--- src/pkg/pio_pkg.sv ---
// package of constants and types for the programmed i/o bus engine
package pio_pkg;
	// ==========================================================
	// register map
	localparam logic [7:0] REG_INSTR = 8'h00;
	localparam logic [7:0] REG_ACC = 8'h04;
	localparam logic [7:0] REG_STATUS = 8'h08;
	localparam logic [7:0] REG_LIGHTS = 8'h0c;
	localparam logic [7:0] REG_SWITCH = 8'h10;
	localparam int ST_BUSY = 0;
	localparam int ST_SKIP = 1;
	localparam int ST_ACTED = 2;
	localparam int ST_NOTIO = 3;
	localparam logic [15:0] ACC_RST = 16'h0000;
	localparam logic [15:0] LIGHTS_RST = 16'h0000;
	localparam logic [1:0] RESP_OKAY = 2'h0;
	localparam logic [1:0] RESP_SLVERR = 2'h2;
	// ==========================================================
	// instruction encoding
	localparam logic [3:0] IO_PATTERN = 4'hc;
	localparam logic [1:0] TYPE_OCP = 2'h0;
	localparam logic [1:0] TYPE_SKS = 2'h1;
	localparam logic [1:0] TYPE_INA = 2'h2;
	localparam logic [1:0] TYPE_OTA = 2'h3;
	localparam logic [5:0] DEV_PANEL = 6'h10;
	// ==========================================================
	// timing: cycles the bus address stands before the answer is sampled
	localparam logic [2:0] SETTLE_CYCLES = 3'h4;
	// ==========================================================
	// types
	typedef struct packed {
		logic [1:0] kind;
		logic [3:0] pattern;
		logic [3:0] func;
		logic [5:0] dev;
	} pio_instr_t;
	typedef struct packed {
		logic [1:0] kind;
		logic [3:0] func;
		logic [5:0] dev;
	} pio_bus_cmd_t;
	typedef enum logic [3:0] {
		S_IDLE = 4'h1,
		S_SEL = 4'h2,
		S_TEST = 4'h4,
		S_PULSE = 4'h8
	} pio_state_t;
endpackage : pio_pkg

--- src/rtl/pio_sync.sv ---
// two flip-flop synchroniser for bus pins
`timescale 1ns/100ps
module pio_sync #(
	parameter int W = 1
) (
	input wire logic clk_sys_in,
	input wire logic reset_in,
	input wire logic [W-1:0] d_in,
	output logic [W-1:0] q_out
);
	logic [W-1:0] meta;

	// meta feeds only the second stage
	always_ff @(posedge clk_sys_in or posedge reset_in) begin
		if (reset_in) begin
			meta <= '0;
			q_out <= '0;
		end else begin
			meta <= d_in;
			q_out <= meta;
		end
	end
endmodule : pio_sync

--- src/rtl/pio_decode.sv ---
// field decoder for i/o class instructions
`timescale 1ns/100ps
module pio_decode (
	input wire pio_pkg::pio_instr_t instr_in,
	output logic is_io_out,
	output logic is_panel_out
);
	// ==========================================================
	// class and device checks
	assign is_io_out = (instr_in.pattern == pio_pkg::IO_PATTERN);
	assign is_panel_out = (instr_in.dev == pio_pkg::DEV_PANEL);
endmodule : pio_decode

--- src/rtl/pio_engine.sv ---
// programmed i/o engine: axi4-lite slave and i/o bus sequencer
//
// The register offsets and the AXI4-Lite slave port were chosen for this implementation.
`timescale 1ns/100ps
module pio_engine (
	input wire logic clk_sys_in,
	input wire logic reset_in,
	input wire logic [7:0] s_axi_awaddr_in,
	input wire logic s_axi_awvalid_in,
	output logic s_axi_awready_out,
	input wire logic [31:0] s_axi_wdata_in,
	input wire logic [3:0] s_axi_wstrb_in,
	input wire logic s_axi_wvalid_in,
	output logic s_axi_wready_out,
	output logic [1:0] s_axi_bresp_out,
	output logic s_axi_bvalid_out,
	input wire logic s_axi_bready_in,
	input wire logic [7:0] s_axi_araddr_in,
	input wire logic s_axi_arvalid_in,
	output logic s_axi_arready_out,
	output logic [31:0] s_axi_rdata_out,
	output logic [1:0] s_axi_rresp_out,
	output logic s_axi_rvalid_out,
	input wire logic s_axi_rready_in,
	output pio_pkg::pio_bus_cmd_t io_cmd_out,
	output logic io_select_out,
	output logic io_strobe_out,
	output logic [15:0] io_data_out,
	input wire logic io_present_in,
	input wire logic io_ready_in,
	input wire logic io_need_ready_in,
	input wire logic [15:0] io_data_in,
	input wire logic [15:0] io_data_mask_in,
	input wire logic [15:0] panel_switch_in,
	output logic [15:0] panel_lights_out
);
	// ==========================================================
	// declarations
	pio_pkg::pio_state_t state;
	pio_pkg::pio_instr_t cur;
	pio_pkg::pio_instr_t wr_instr;
	logic [2:0] settle;
	logic [15:0] acc;
	logic skip_flag;
	logic acted_flag;
	logic notio_flag;
	logic aw_full;
	logic w_full;
	logic [7:0] aw_addr;
	logic [31:0] w_data;
	logic [3:0] w_strb;
	logic wr_fire;
	logic start;
	logic new_is_io;
	logic cur_is_panel;
	logic s_present;
	logic s_ready;
	logic s_need;
	logic [15:0] s_data;
	logic [15:0] s_mask;
	logic [15:0] s_switch;
	logic t_act;
	logic t_skip;
	logic t_pulse;
	logic [31:0] rd_word;
	logic rd_err;

	// ==========================================================
	// pin synchronisers
	pio_sync #(
		.W(51)
	) u_sync (
		.clk_sys_in(clk_sys_in),
		.reset_in(reset_in),
		.d_in({io_present_in, io_ready_in, io_need_ready_in,
			io_data_in, io_data_mask_in, panel_switch_in}),
		.q_out({s_present, s_ready, s_need, s_data, s_mask, s_switch})
	);

	// ==========================================================
	// decoders
	assign wr_instr = pio_pkg::pio_instr_t'(w_data[15:0]);

	pio_decode u_dec_new (
		.instr_in(wr_instr),
		.is_io_out(new_is_io),
		.is_panel_out()
	);

	pio_decode u_dec_cur (
		.instr_in(cur),
		.is_io_out(),
		.is_panel_out(cur_is_panel)
	);

	// ==========================================================
	// axi4-lite write path
	assign s_axi_awready_out = !aw_full;
	assign s_axi_wready_out = !w_full;
	assign wr_fire = aw_full && w_full && !s_axi_bvalid_out;
	// only a full low half-word while idle starts an instruction
	assign start = wr_fire && (aw_addr == pio_pkg::REG_INSTR)
		&& (w_strb[1:0] == 2'h3) && (state == pio_pkg::S_IDLE);

	always_ff @(posedge clk_sys_in or posedge reset_in) begin
		if (reset_in) begin
			aw_full <= 1'b0;
			aw_addr <= 8'h00;
		end else if (s_axi_awvalid_in && !aw_full) begin
			aw_full <= 1'b1;
			aw_addr <= s_axi_awaddr_in;
		end else if (wr_fire) begin
			aw_full <= 1'b0;
		end
	end

	always_ff @(posedge clk_sys_in or posedge reset_in) begin
		if (reset_in) begin
			w_full <= 1'b0;
			w_data <= 32'h0000_0000;
			w_strb <= 4'h0;
		end else if (s_axi_wvalid_in && !w_full) begin
			w_full <= 1'b1;
			w_data <= s_axi_wdata_in;
			w_strb <= s_axi_wstrb_in;
		end else if (wr_fire) begin
			w_full <= 1'b0;
		end
	end

	always_ff @(posedge clk_sys_in or posedge reset_in) begin
		if (reset_in) begin
			s_axi_bvalid_out <= 1'b0;
			s_axi_bresp_out <= pio_pkg::RESP_OKAY;
		end else if (wr_fire) begin
			s_axi_bvalid_out <= 1'b1;
			case (aw_addr)
				pio_pkg::REG_INSTR,
				pio_pkg::REG_ACC,
				pio_pkg::REG_LIGHTS: s_axi_bresp_out <= pio_pkg::RESP_OKAY;
				default: s_axi_bresp_out <= pio_pkg::RESP_SLVERR;
			endcase
		end else if (s_axi_bready_in) begin
			s_axi_bvalid_out <= 1'b0;
		end
	end

	// ==========================================================
	// axi4-lite read path
	always_comb begin
		rd_word = 32'h0000_0000;
		rd_err = 1'b0;
		case (s_axi_araddr_in)
			pio_pkg::REG_INSTR: rd_word[15:0] = cur;
			pio_pkg::REG_ACC: rd_word[15:0] = acc;
			pio_pkg::REG_STATUS: begin
				rd_word[pio_pkg::ST_BUSY] = (state != pio_pkg::S_IDLE);
				rd_word[pio_pkg::ST_SKIP] = skip_flag;
				rd_word[pio_pkg::ST_ACTED] = acted_flag;
				rd_word[pio_pkg::ST_NOTIO] = notio_flag;
			end
			pio_pkg::REG_LIGHTS: rd_word[15:0] = panel_lights_out;
			pio_pkg::REG_SWITCH: rd_word[15:0] = s_switch;
			default: rd_err = 1'b1;
		endcase
	end

	assign s_axi_arready_out = !s_axi_rvalid_out;

	always_ff @(posedge clk_sys_in or posedge reset_in) begin
		if (reset_in) begin
			s_axi_rvalid_out <= 1'b0;
			s_axi_rdata_out <= 32'h0000_0000;
			s_axi_rresp_out <= pio_pkg::RESP_OKAY;
		end else if (s_axi_arvalid_in && !s_axi_rvalid_out) begin
			s_axi_rvalid_out <= 1'b1;
			s_axi_rdata_out <= rd_word;
			s_axi_rresp_out <= rd_err ? pio_pkg::RESP_SLVERR
				: pio_pkg::RESP_OKAY;
		end else if (s_axi_rready_in) begin
			s_axi_rvalid_out <= 1'b0;
		end
	end

	// ==========================================================
	// decision taken in the test cycle
	always_comb begin
		t_act = 1'b0;
		t_skip = 1'b0;
		case (cur.kind)
			pio_pkg::TYPE_OCP: begin
				t_act = s_present && !cur_is_panel;
			end
			pio_pkg::TYPE_SKS: begin
				t_skip = s_present && s_ready && !cur_is_panel;
			end
			pio_pkg::TYPE_INA: begin
				if (cur_is_panel) begin
					t_act = 1'b1;
				end else begin
					t_act = s_present && s_ready;
					t_skip = t_act;
				end
			end
			pio_pkg::TYPE_OTA: begin
				if (cur_is_panel) begin
					t_act = 1'b1;
				end else begin
					t_act = s_present && (!s_need || s_ready);
					t_skip = s_present && s_need && s_ready;
				end
			end
			default: begin
				t_act = 1'b0;
			end
		endcase
	end

	// panel work is done inside, never on the external bus
	assign t_pulse = t_act && !cur_is_panel
		&& (cur.kind != pio_pkg::TYPE_SKS);

	// ==========================================================
	// sequencer
	always_ff @(posedge clk_sys_in or posedge reset_in) begin
		if (reset_in) begin
			state <= pio_pkg::S_IDLE;
			settle <= 3'h0;
		end else begin
			case (state)
				pio_pkg::S_IDLE: begin
					if (start && new_is_io) begin
						state <= pio_pkg::S_SEL;
						settle <= pio_pkg::SETTLE_CYCLES - 3'h1;
					end
				end
				pio_pkg::S_SEL: begin
					// answer must pass the synchronisers first
					if (settle == 3'h0) begin
						state <= pio_pkg::S_TEST;
					end else begin
						settle <= settle - 3'h1;
					end
				end
				pio_pkg::S_TEST: begin
					state <= t_pulse ? pio_pkg::S_PULSE : pio_pkg::S_IDLE;
				end
				pio_pkg::S_PULSE: begin
					state <= pio_pkg::S_IDLE;
				end
				default: begin
					state <= pio_pkg::S_IDLE;
				end
			endcase
		end
	end

	always_ff @(posedge clk_sys_in or posedge reset_in) begin
		if (reset_in) begin
			cur <= '0;
		end else if (start && new_is_io) begin
			cur <= wr_instr;
		end
	end

	// ==========================================================
	// result flags
	always_ff @(posedge clk_sys_in or posedge reset_in) begin
		if (reset_in) begin
			skip_flag <= 1'b0;
			acted_flag <= 1'b0;
			notio_flag <= 1'b0;
		end else if (start) begin
			skip_flag <= 1'b0;
			acted_flag <= 1'b0;
			notio_flag <= !new_is_io;
		end else if (state == pio_pkg::S_TEST) begin
			skip_flag <= t_skip;
			acted_flag <= t_act;
		end
	end

	// ==========================================================
	// accumulator and panel lights
	always_ff @(posedge clk_sys_in or posedge reset_in) begin
		if (reset_in) begin
			acc <= pio_pkg::ACC_RST;
		end else if (state == pio_pkg::S_TEST && t_act
			&& cur.kind == pio_pkg::TYPE_INA) begin
			// undriven lanes come in as zero
			acc <= cur_is_panel ? s_switch : (s_data & s_mask);
		end else if (wr_fire && aw_addr == pio_pkg::REG_ACC
			&& state == pio_pkg::S_IDLE) begin
			if (w_strb[0]) begin
				acc[7:0] <= w_data[7:0];
			end
			if (w_strb[1]) begin
				acc[15:8] <= w_data[15:8];
			end
		end
	end

	always_ff @(posedge clk_sys_in or posedge reset_in) begin
		if (reset_in) begin
			panel_lights_out <= pio_pkg::LIGHTS_RST;
		end else if (state == pio_pkg::S_TEST && cur_is_panel
			&& cur.kind == pio_pkg::TYPE_OTA) begin
			panel_lights_out <= acc;
		end else if (wr_fire && aw_addr == pio_pkg::REG_LIGHTS) begin
			if (w_strb[0]) begin
				panel_lights_out[7:0] <= w_data[7:0];
			end
			if (w_strb[1]) begin
				panel_lights_out[15:8] <= w_data[15:8];
			end
		end
	end

	// ==========================================================
	// i/o bus drive
	assign io_cmd_out = '{kind: cur.kind, func: cur.func, dev: cur.dev};
	assign io_select_out = (state != pio_pkg::S_IDLE) && !cur_is_panel;
	assign io_strobe_out = (state == pio_pkg::S_PULSE);
	assign io_data_out = acc;
endmodule : pio_engine

--- config.mk ---
export PLATFORM = sky130hd
export DESIGN_NAME = pio_engine
export DESIGN_NICKNAME = d
export VERILOG_FILES = /design/src/pkg/pio_pkg.sv /design/src/rtl/pio_sync.sv /design/src/rtl/pio_decode.sv /design/src/rtl/pio_engine.sv
export SDC_FILE = /design/constraint.sdc
export NUM_CORES = 1
export LEC_CHECK = 0
export BUFFER_PORTS_ARGS = -buffer_cell sky130_fd_sc_hd__buf_2
export CAP_MARGIN = 20
export CORE_UTILIZATION = 58
export DETAILED_ROUTE_END_ITERATION = 6
export PLACE_DENSITY = 0.95
export SLEW_MARGIN = 5
export SYNTH_ARGS = -nofsm -noshare
export SYNTH_HDL_FRONTEND = slang
export SYNTH_SLANG_ARGS = --single-unit
--- constraint.sdc ---
create_clock -name clk_sys_in -period 12.9 [get_ports clk_sys_in]
set_input_delay 2.58 -clock clk_sys_in [delete_from_list [all_inputs] [get_ports clk_sys_in]]
set_output_delay 2.58 -clock clk_sys_in [all_outputs]
set_load 0.02 [all_outputs]
# Yosys cells after proc, flatten, opt, wreduce, memory -nomap -nowiden
# Index checks and enable logic that the tools add are counted.
[word_totals]
ff_bits = 210
in_bits = 110
[op_classes]
addsub = 1
n_eq_ne = 21
mux = 35
bitwise_logic = 1
n_reduce_logical = 57
[op_table]
columns = ["operator", "count"]
rows = [
  ["2-to-1 mux 16 bit", 5],
  ["case mux 12 bit (4 select lines)", 1],
  ["logical AND 1 bit", 25],
  ["== test 8 x 4 -> 1 bit, second input constant", 3],
  ["nonzero test 2 bit", 12],
  ["case mux 4 bit (5 select lines)", 1],
  ["bitwise AND 16 bit", 1],
  ["== test 8 x 3 -> 1 bit, second input constant", 2],
  ["logical NOT 8 bit", 2],
  ["2-to-1 mux 8 bit", 2],
  ["2-to-1 mux 1 bit", 15],
  ["2-to-1 mux 4 bit", 3],
  ["case mux 4 bit (3 select lines)", 1],
  ["AND reduction 2 bit", 5],
  ["== test 4 bit, second input constant", 2],
  ["== test 8 x 5 -> 1 bit, second input constant", 1],
  ["logical NOT 1 bit", 7],
  ["== test 2 bit, second input constant", 3],
  ["== test 6 x 5 -> 1 bit, second input constant", 1],
  ["2-to-1 mux 3 bit", 2],
  ["!= test 2 bit, second input constant", 3],
  ["case mux 1 bit (3 select lines)", 2],
  ["case mux 3 bit (2 select lines)", 1],
  ["OR reduction 5 bit", 1],
  ["other kinds (13)", 14],
]

# Logic depth before layout (Yosys ltp)
[logic_depth]
word_depth = 9
ltp_mapped = 7

# Modules after synthesis
# A second synthesis with hierarchy kept.
[hier_totals]
cells_unflattened = 644
hier_area_um2 = 8008.9
[by_module_without_submodules]
columns = ["mod", "n_inst", "cells_each", "area_each_um2", "seq_area_each_um2"]
rows = [
  ["pio_engine", 1, 533, 5395.2, 2653.8],
  ["pio_sync", 1, 103, 2556.2, 2552.4],
  ["pio_decode", 2, 4, 28.8, 0.0],
]

# Least setup slack after synthesis
# No wires, ideal clock.
[synth_path]
path_kind = "input to register"
startpoint = "input port s_axi_araddr_in[1]"
endpoint = "register s_axi_rdata_out[10]"
t_arrival_ns = 4.078
path_slack_ns = 8.755
stages = 6
n_path_buf = 2
path_cell_list = "or4_1 clkbuf_1 nor4_1 clkbuf_1 a32oi_1 nand2_1"
[synth_via]
elab_chain_cells = 2
[synth_lines]
columns = ["element", "line", "text"]
rows = [
  ["from (decl)", "pio_engine.sv:18", "input wire logic [7:0] s_axi_araddr_in,"],
  ["== test 8 x 5 -> 1 bit, or another cell as far along", "pio_engine.sv:153", "case (s_axi_araddr_in)"],
  ["case mux 12 bit (4 select lines) *", "pio_engine.sv:153", ""],
  ["to (signal assigned)", "pio_engine.sv:177", "s_axi_rdata_out <= rd_word;"],
  ["to (decl)", "pio_engine.sv:21", "output logic [31:0] s_axi_rdata_out,"],
]
# Every way passes the cells marked *; elsewhere a longest branch is shown, timed or not.
# A chain may end at the register's enable or synchronous reset.

# Worst setup path after layout
[layout_path]
startpoint = "register cur, in the netlist io_cmd_out[4]"
endpoint = "output port io_select_out"
[layout_via]
elab_chain_cells = 3
[layout_lines]
columns = ["element", "line", "text"]
rows = [
  ["from (decl)", "pio_engine.sv:40", "pio_pkg::pio_instr_t cur;"],
  ["from (signal assigned)", "pio_engine.sv:262", "cur <= wr_instr;"],
  ["== test 6 x 5 -> 1 bit", "pio_decode.sv:11", "assign is_panel_out = (instr_in.dev == pio_pkg::DEV_PANEL);"],
  ["logical NOT 1 bit", "pio_engine.sv:322", "assign io_select_out = (state != pio_pkg::S_IDLE) && !cur_is_panel;"],
  ["logical AND 1 bit", "pio_engine.sv:322", ""],
  ["to (decl)", "pio_engine.sv:26", "output logic io_select_out,"],
]
# No other way between the ends.

==> metrics.sh <==
POST_CTS_RESIZE_COUNT=0
POSTSYNTHREGISTERBITS=208
FINALSETUPVIOLATIONS=0
RR_STARTPOINT='w_strb[1]$_DFFE_PP0P_'
WL_MET1_UM=8050
NFILLCELLS=919
P_SEQ_SHARE_PCT=48.5
CP_DATA_REQUIRED_TIME_NS=10.32
POST_CTS_BUFFERS=0
BUFFERS_ON_PORTS=160
ARRIVAL_NS=1.93
SYNTHTOPCELLSBYAREA='sky130_fd_sc_hd__dfrtp_1, sky130_fd_sc_hd__mux2_2, sky130_fd_sc_hd__mux2i_1'
OUTCOME='finished clean'
WORSTPATHMAXFANOUT=19
POST_SYNTHESIS_CELL_AREA_MM2=0.00838
COMBPWRFRAC_PCT=15.8
MIN_PERIOD_OVER_PERIOD_PCT=35.0
REPORT.FINAL.HOLD_VIOL_COUNT=0
BOUNDARYPINS=197
GRT_MAX_DEGREE=125
CLOCK_TRANSITION_AT_THE_REGISTERS_OF_THE_REPORTED_PATHS_NS=0.07
DETAILED_ROUTE_ITER0_VIOLATIONS=700
FMAX_MHz=222
FP.DIEH_UM=122
REPORT.FINAL.SLEW_VIOL_COUNT=0
POST-ROUTE-MIN-PERIOD_NS=4.51
SYNTH.LIB_CELLS_USED.DISTINCT=54
CLOCK_SKEW_NS=0.0197
CRITICALPATHCATEGORY='reg -> out'
CTS.PATH.MAX_BUFFERS=3
MIN-DELAY-PATH-CLASS='reg -> reg'
MET3_WIRELENGTH_FROM_DETAILED_ROUTING_UM=2190
CP_SLOWEST_CELL='sky130_fd_sc_hd__dfrtp_1'
GRT_FIRST_PASS_WIRELENGTH_UM=32800
DOMINANTREGCELLSYNTH='sky130_fd_sc_hd__dfrtp_1'
POST_ROUTE_CELLS_DRIVE_ABOVE_1_SHARE_PCT=33.9
ROOT_BUFFER='sky130_fd_sc_hd__clkbuf_16'
CLOCK-SINKS=208
DETAIL_ROUTE.VIAS_PER_CELL=6.20
YS_SEQ_AREA_SHARE_PCT=62.1
YOSYSMOSTFREQUENTCELL='sky130_fd_sc_hd__dfrtp_1'
WORST_PATH_LARGEST_CELL_DELAY_NS=0.41
DRT-WIRELENGTH-PER-CELL_UM=21.5
SYN_AREA_PER_CELL_UM2=12.8
FLOORPLAN.INITIALDENSITY_PCT=59.9
DIE-AREA_MM2=0.0149
DETAIL_ROUTE.DRC_VIOLATIONS=0
ANTENNADIODECOUNT=0
MAX_SLEW.WORST_PIN.SLEW_NS=1.12
TNS_NS=0
SYNTHESIS.INSTANCES=655
TOTALWIRELENGTH_UM=21300
GRT_USAGE_PCT=29.2
CELLPOWERDENSITY_mW_PER_MM2=172
AREA_DELTA_SYNTH_FINAL_PCT=17.9
GR-TOTAL-OVERFLOW=0
WORST_IR_DROP_VDD_V=0.000135
POSTCTSHOLDBUFS=0
MAX-CAP-VIOLATIONS=0
VIAS=6155
NUMBER_OF_ANTENNA_VIOLATIONS_AT_THE_FIRST_CHECK_IN_GLOBAL_ROUTING=0
DETAILROUTE.WIRELENGTH.MET2_UM=10300
ROW_COUNT=43
TIMING.CRITICAL_PATH.CELLS='nor2b_1, buf_4, and2_1, nor2_1, buf_2'
HIGHEST-SIGNAL-LAYER='met4'
NETSWITCHINGPOWER_mW=0.499
STATIC-LEAKAGE-POWER_nW=4.79
FLOORPLAN.DIE.WIDTH_UM=122
MIN-DELAY-START='u_sync.meta[32]$_DFF_PP0_'
DP_HPWL_UM=13800
CORE_AREA_MM2=0.0140
HTREE_NUM_LEVELS=1
TIMING.CRITICAL_PATH.FROM_TYPE='flop'
PLACE_CONGESTION=0.939
SW_FRAC_OF_TOTAL_PCT=29.4
CRITICAL_PATH.ENDPOINT_TYPE='output pin'
SYNTH.LARGEST_AREA_CELL='sky130_fd_sc_hd__dfrtp_1'
CTS_TREE='yes'
RSZ_0062_RAISED_AFTER_GLOBAL_ROUTING='false'
SYNTH_EDF_COUNT=0
YOSYS_WARNINGS=0
CLK-INSERTION-DELAY-LATE_NS=0.50
SHARE_OF_SYNTHESIZED_REGISTERS_CARRYING_AN_ASYNC_SET_OR_RESET_PCT=100
CRIT_PATH_START='io_cmd_out[4]$_DFFE_PP0P_'
DRT_PRE_ANTENNA_ITERS=7
CTS_BUF_COUNT=21
FINAL_NET_COUNT=909
TIMING.SLEW.HEADROOM_PCT=25.1
P_TOTAL_mW=1.70
FINAL_ANTENNA_NET_COUNT=0
INTERNAL_POWER_mW=1.20
SYNTH_TOP_AREA_SHARE_PCT=61.8
NUMBER_OF_GLOBAL_ROUTE_VIAS_BEFORE_REPAIR=5962
CLOCKPOWERSHARE_PCT=35.7
RANKING_OF_SYNTHESIZED_CELLS_BY_INSTANCE_COUNT='sky130_fd_sc_hd__dfrtp_1, sky130_fd_sc_hd__mux2_2, sky130_fd_sc_hd__o21ai_0'
[kinds of logic (layout without fill, tap and decap cells)]
kind of cell	count (synthesis)	in the layout	synth area share [%]
other cells	1	18	0.0447
fa+ha+maj	2	2	0.299
simple gates	130	130	9.05
mux	80	80	10.3
flops	208	208	62.1
compound gates	140	140	12.3
buf+inv	94	234	5.84
[final timing paths]
check | depth (start not counted) | slack [ns] | to
worst max-delay path | 5 | 8.39 | io_select_out
worst min-delay path | 0 | 0.34 | u_sync.q_out[32]$_DFF_PP0_
worst max register to register | 4 | 10.13 | io_cmd_out[2]$_DFFE_PP0P_
worst min register to register | 0 | 0.34 | u_sync.q_out[32]$_DFF_PP0_
max in group asynchronous | 4 | 9.53 | io_cmd_out[7]$_DFFE_PP0P_
min in group asynchronous | 2 | 2.27 | u_sync.meta[49]$_DFF_PP0_
[through the flow]
step                hold slack (ns)  setup WS (ns)  utilization [%]  instance area [µm²]  instances
floorplan                     0.331           4.64                -                 8450        672
global route                  0.352           8.36             70.7                 9880        992
finish                        0.336           8.39             70.7                 9880        992
global placement              0.331           8.30             65.4                 9150        951
detailed placement            0.335           8.25             65.4                 9150        951
CTS                           0.341           8.40             70.4                 9840        989
[layout by cell type (no fill, tap or decap), drive strengths merged, types with 3 or more instances in the layout]
master,netlist,layout
nor2b,8,8
inv,25,27
dfrtp,207,207
nor3,3,3
mux2i,27,27
o2bb2ai,16,16
and4,3,3
nand2,40,40
a32oi,29,29
o21ai,44,44
clkbuf,29,30
nor4,6,6
a41oi,8,8
nand3,12,12
a21oi,6,6
a221o,16,16
or2,6,6
conb,1,18
clkinv,0,3
nand4,13,13
a31oi,9,9
buf,40,170
and2,5,5
nor4b,4,4
mux2,53,53
nor2,14,14
[power groups by stage]
stage | sequential [mW] | combinational [mW] | clock, mW
after floorplan | 0.812 | 0.171 | 0
after global placement | 0.821 | 0.249 | 0
after detailed placement | 0.827 | 0.259 | 0
after CTS | 0.817 | 0.265 | 0.608
after global routing | 0.830 | 0.288 | 0.632
final | 0.823 | 0.269 | 0.605
[state kept, by name (all words and copies together) (netlist names), 2 cells and up]
name,cells
cur,4
settle,3
io_cmd_out,12
s_axi_rdata_out,16
w_data,16
u_sync.meta,51
w_strb,2
u_sync.q_out,51
aw_addr,8
state,4
io_data_out,16
panel_lights_out,16
[cell type report]
class                           instances  area [µm²]  share of cell area, %
Tap cell                              180         225                   2.28
Multi-Input combinational cell        370        2760                   27.9
Clock inverter                          9         108                   1.09
Timing Repair Buffer                  171         901                   9.12
Sequential cell                       208        5210                   52.7
Inverter                               25         101                   1.03
Clock buffer                           29         586                   5.92
[layer usage]
layer | track usage, % | up-vias
li1 | - | 2617
met1 | 39.9 | 3019
met2 | 47.6 | 446
met3 | 4.93 | 73
met4 | 10.1 | 0
met5 | 0 | -
[critical path, delay by kind of cell, from the launching register on]
| kind | cells | cell delay [ns] |
|---|---|---|
| and+or+nand+nor | 3 | 0.61 |
| DFF | 1 | 0.41 |
| buffers and inverters | 2 | 0.42 |
No activity file was read; power rests on OpenSTA's default activity.
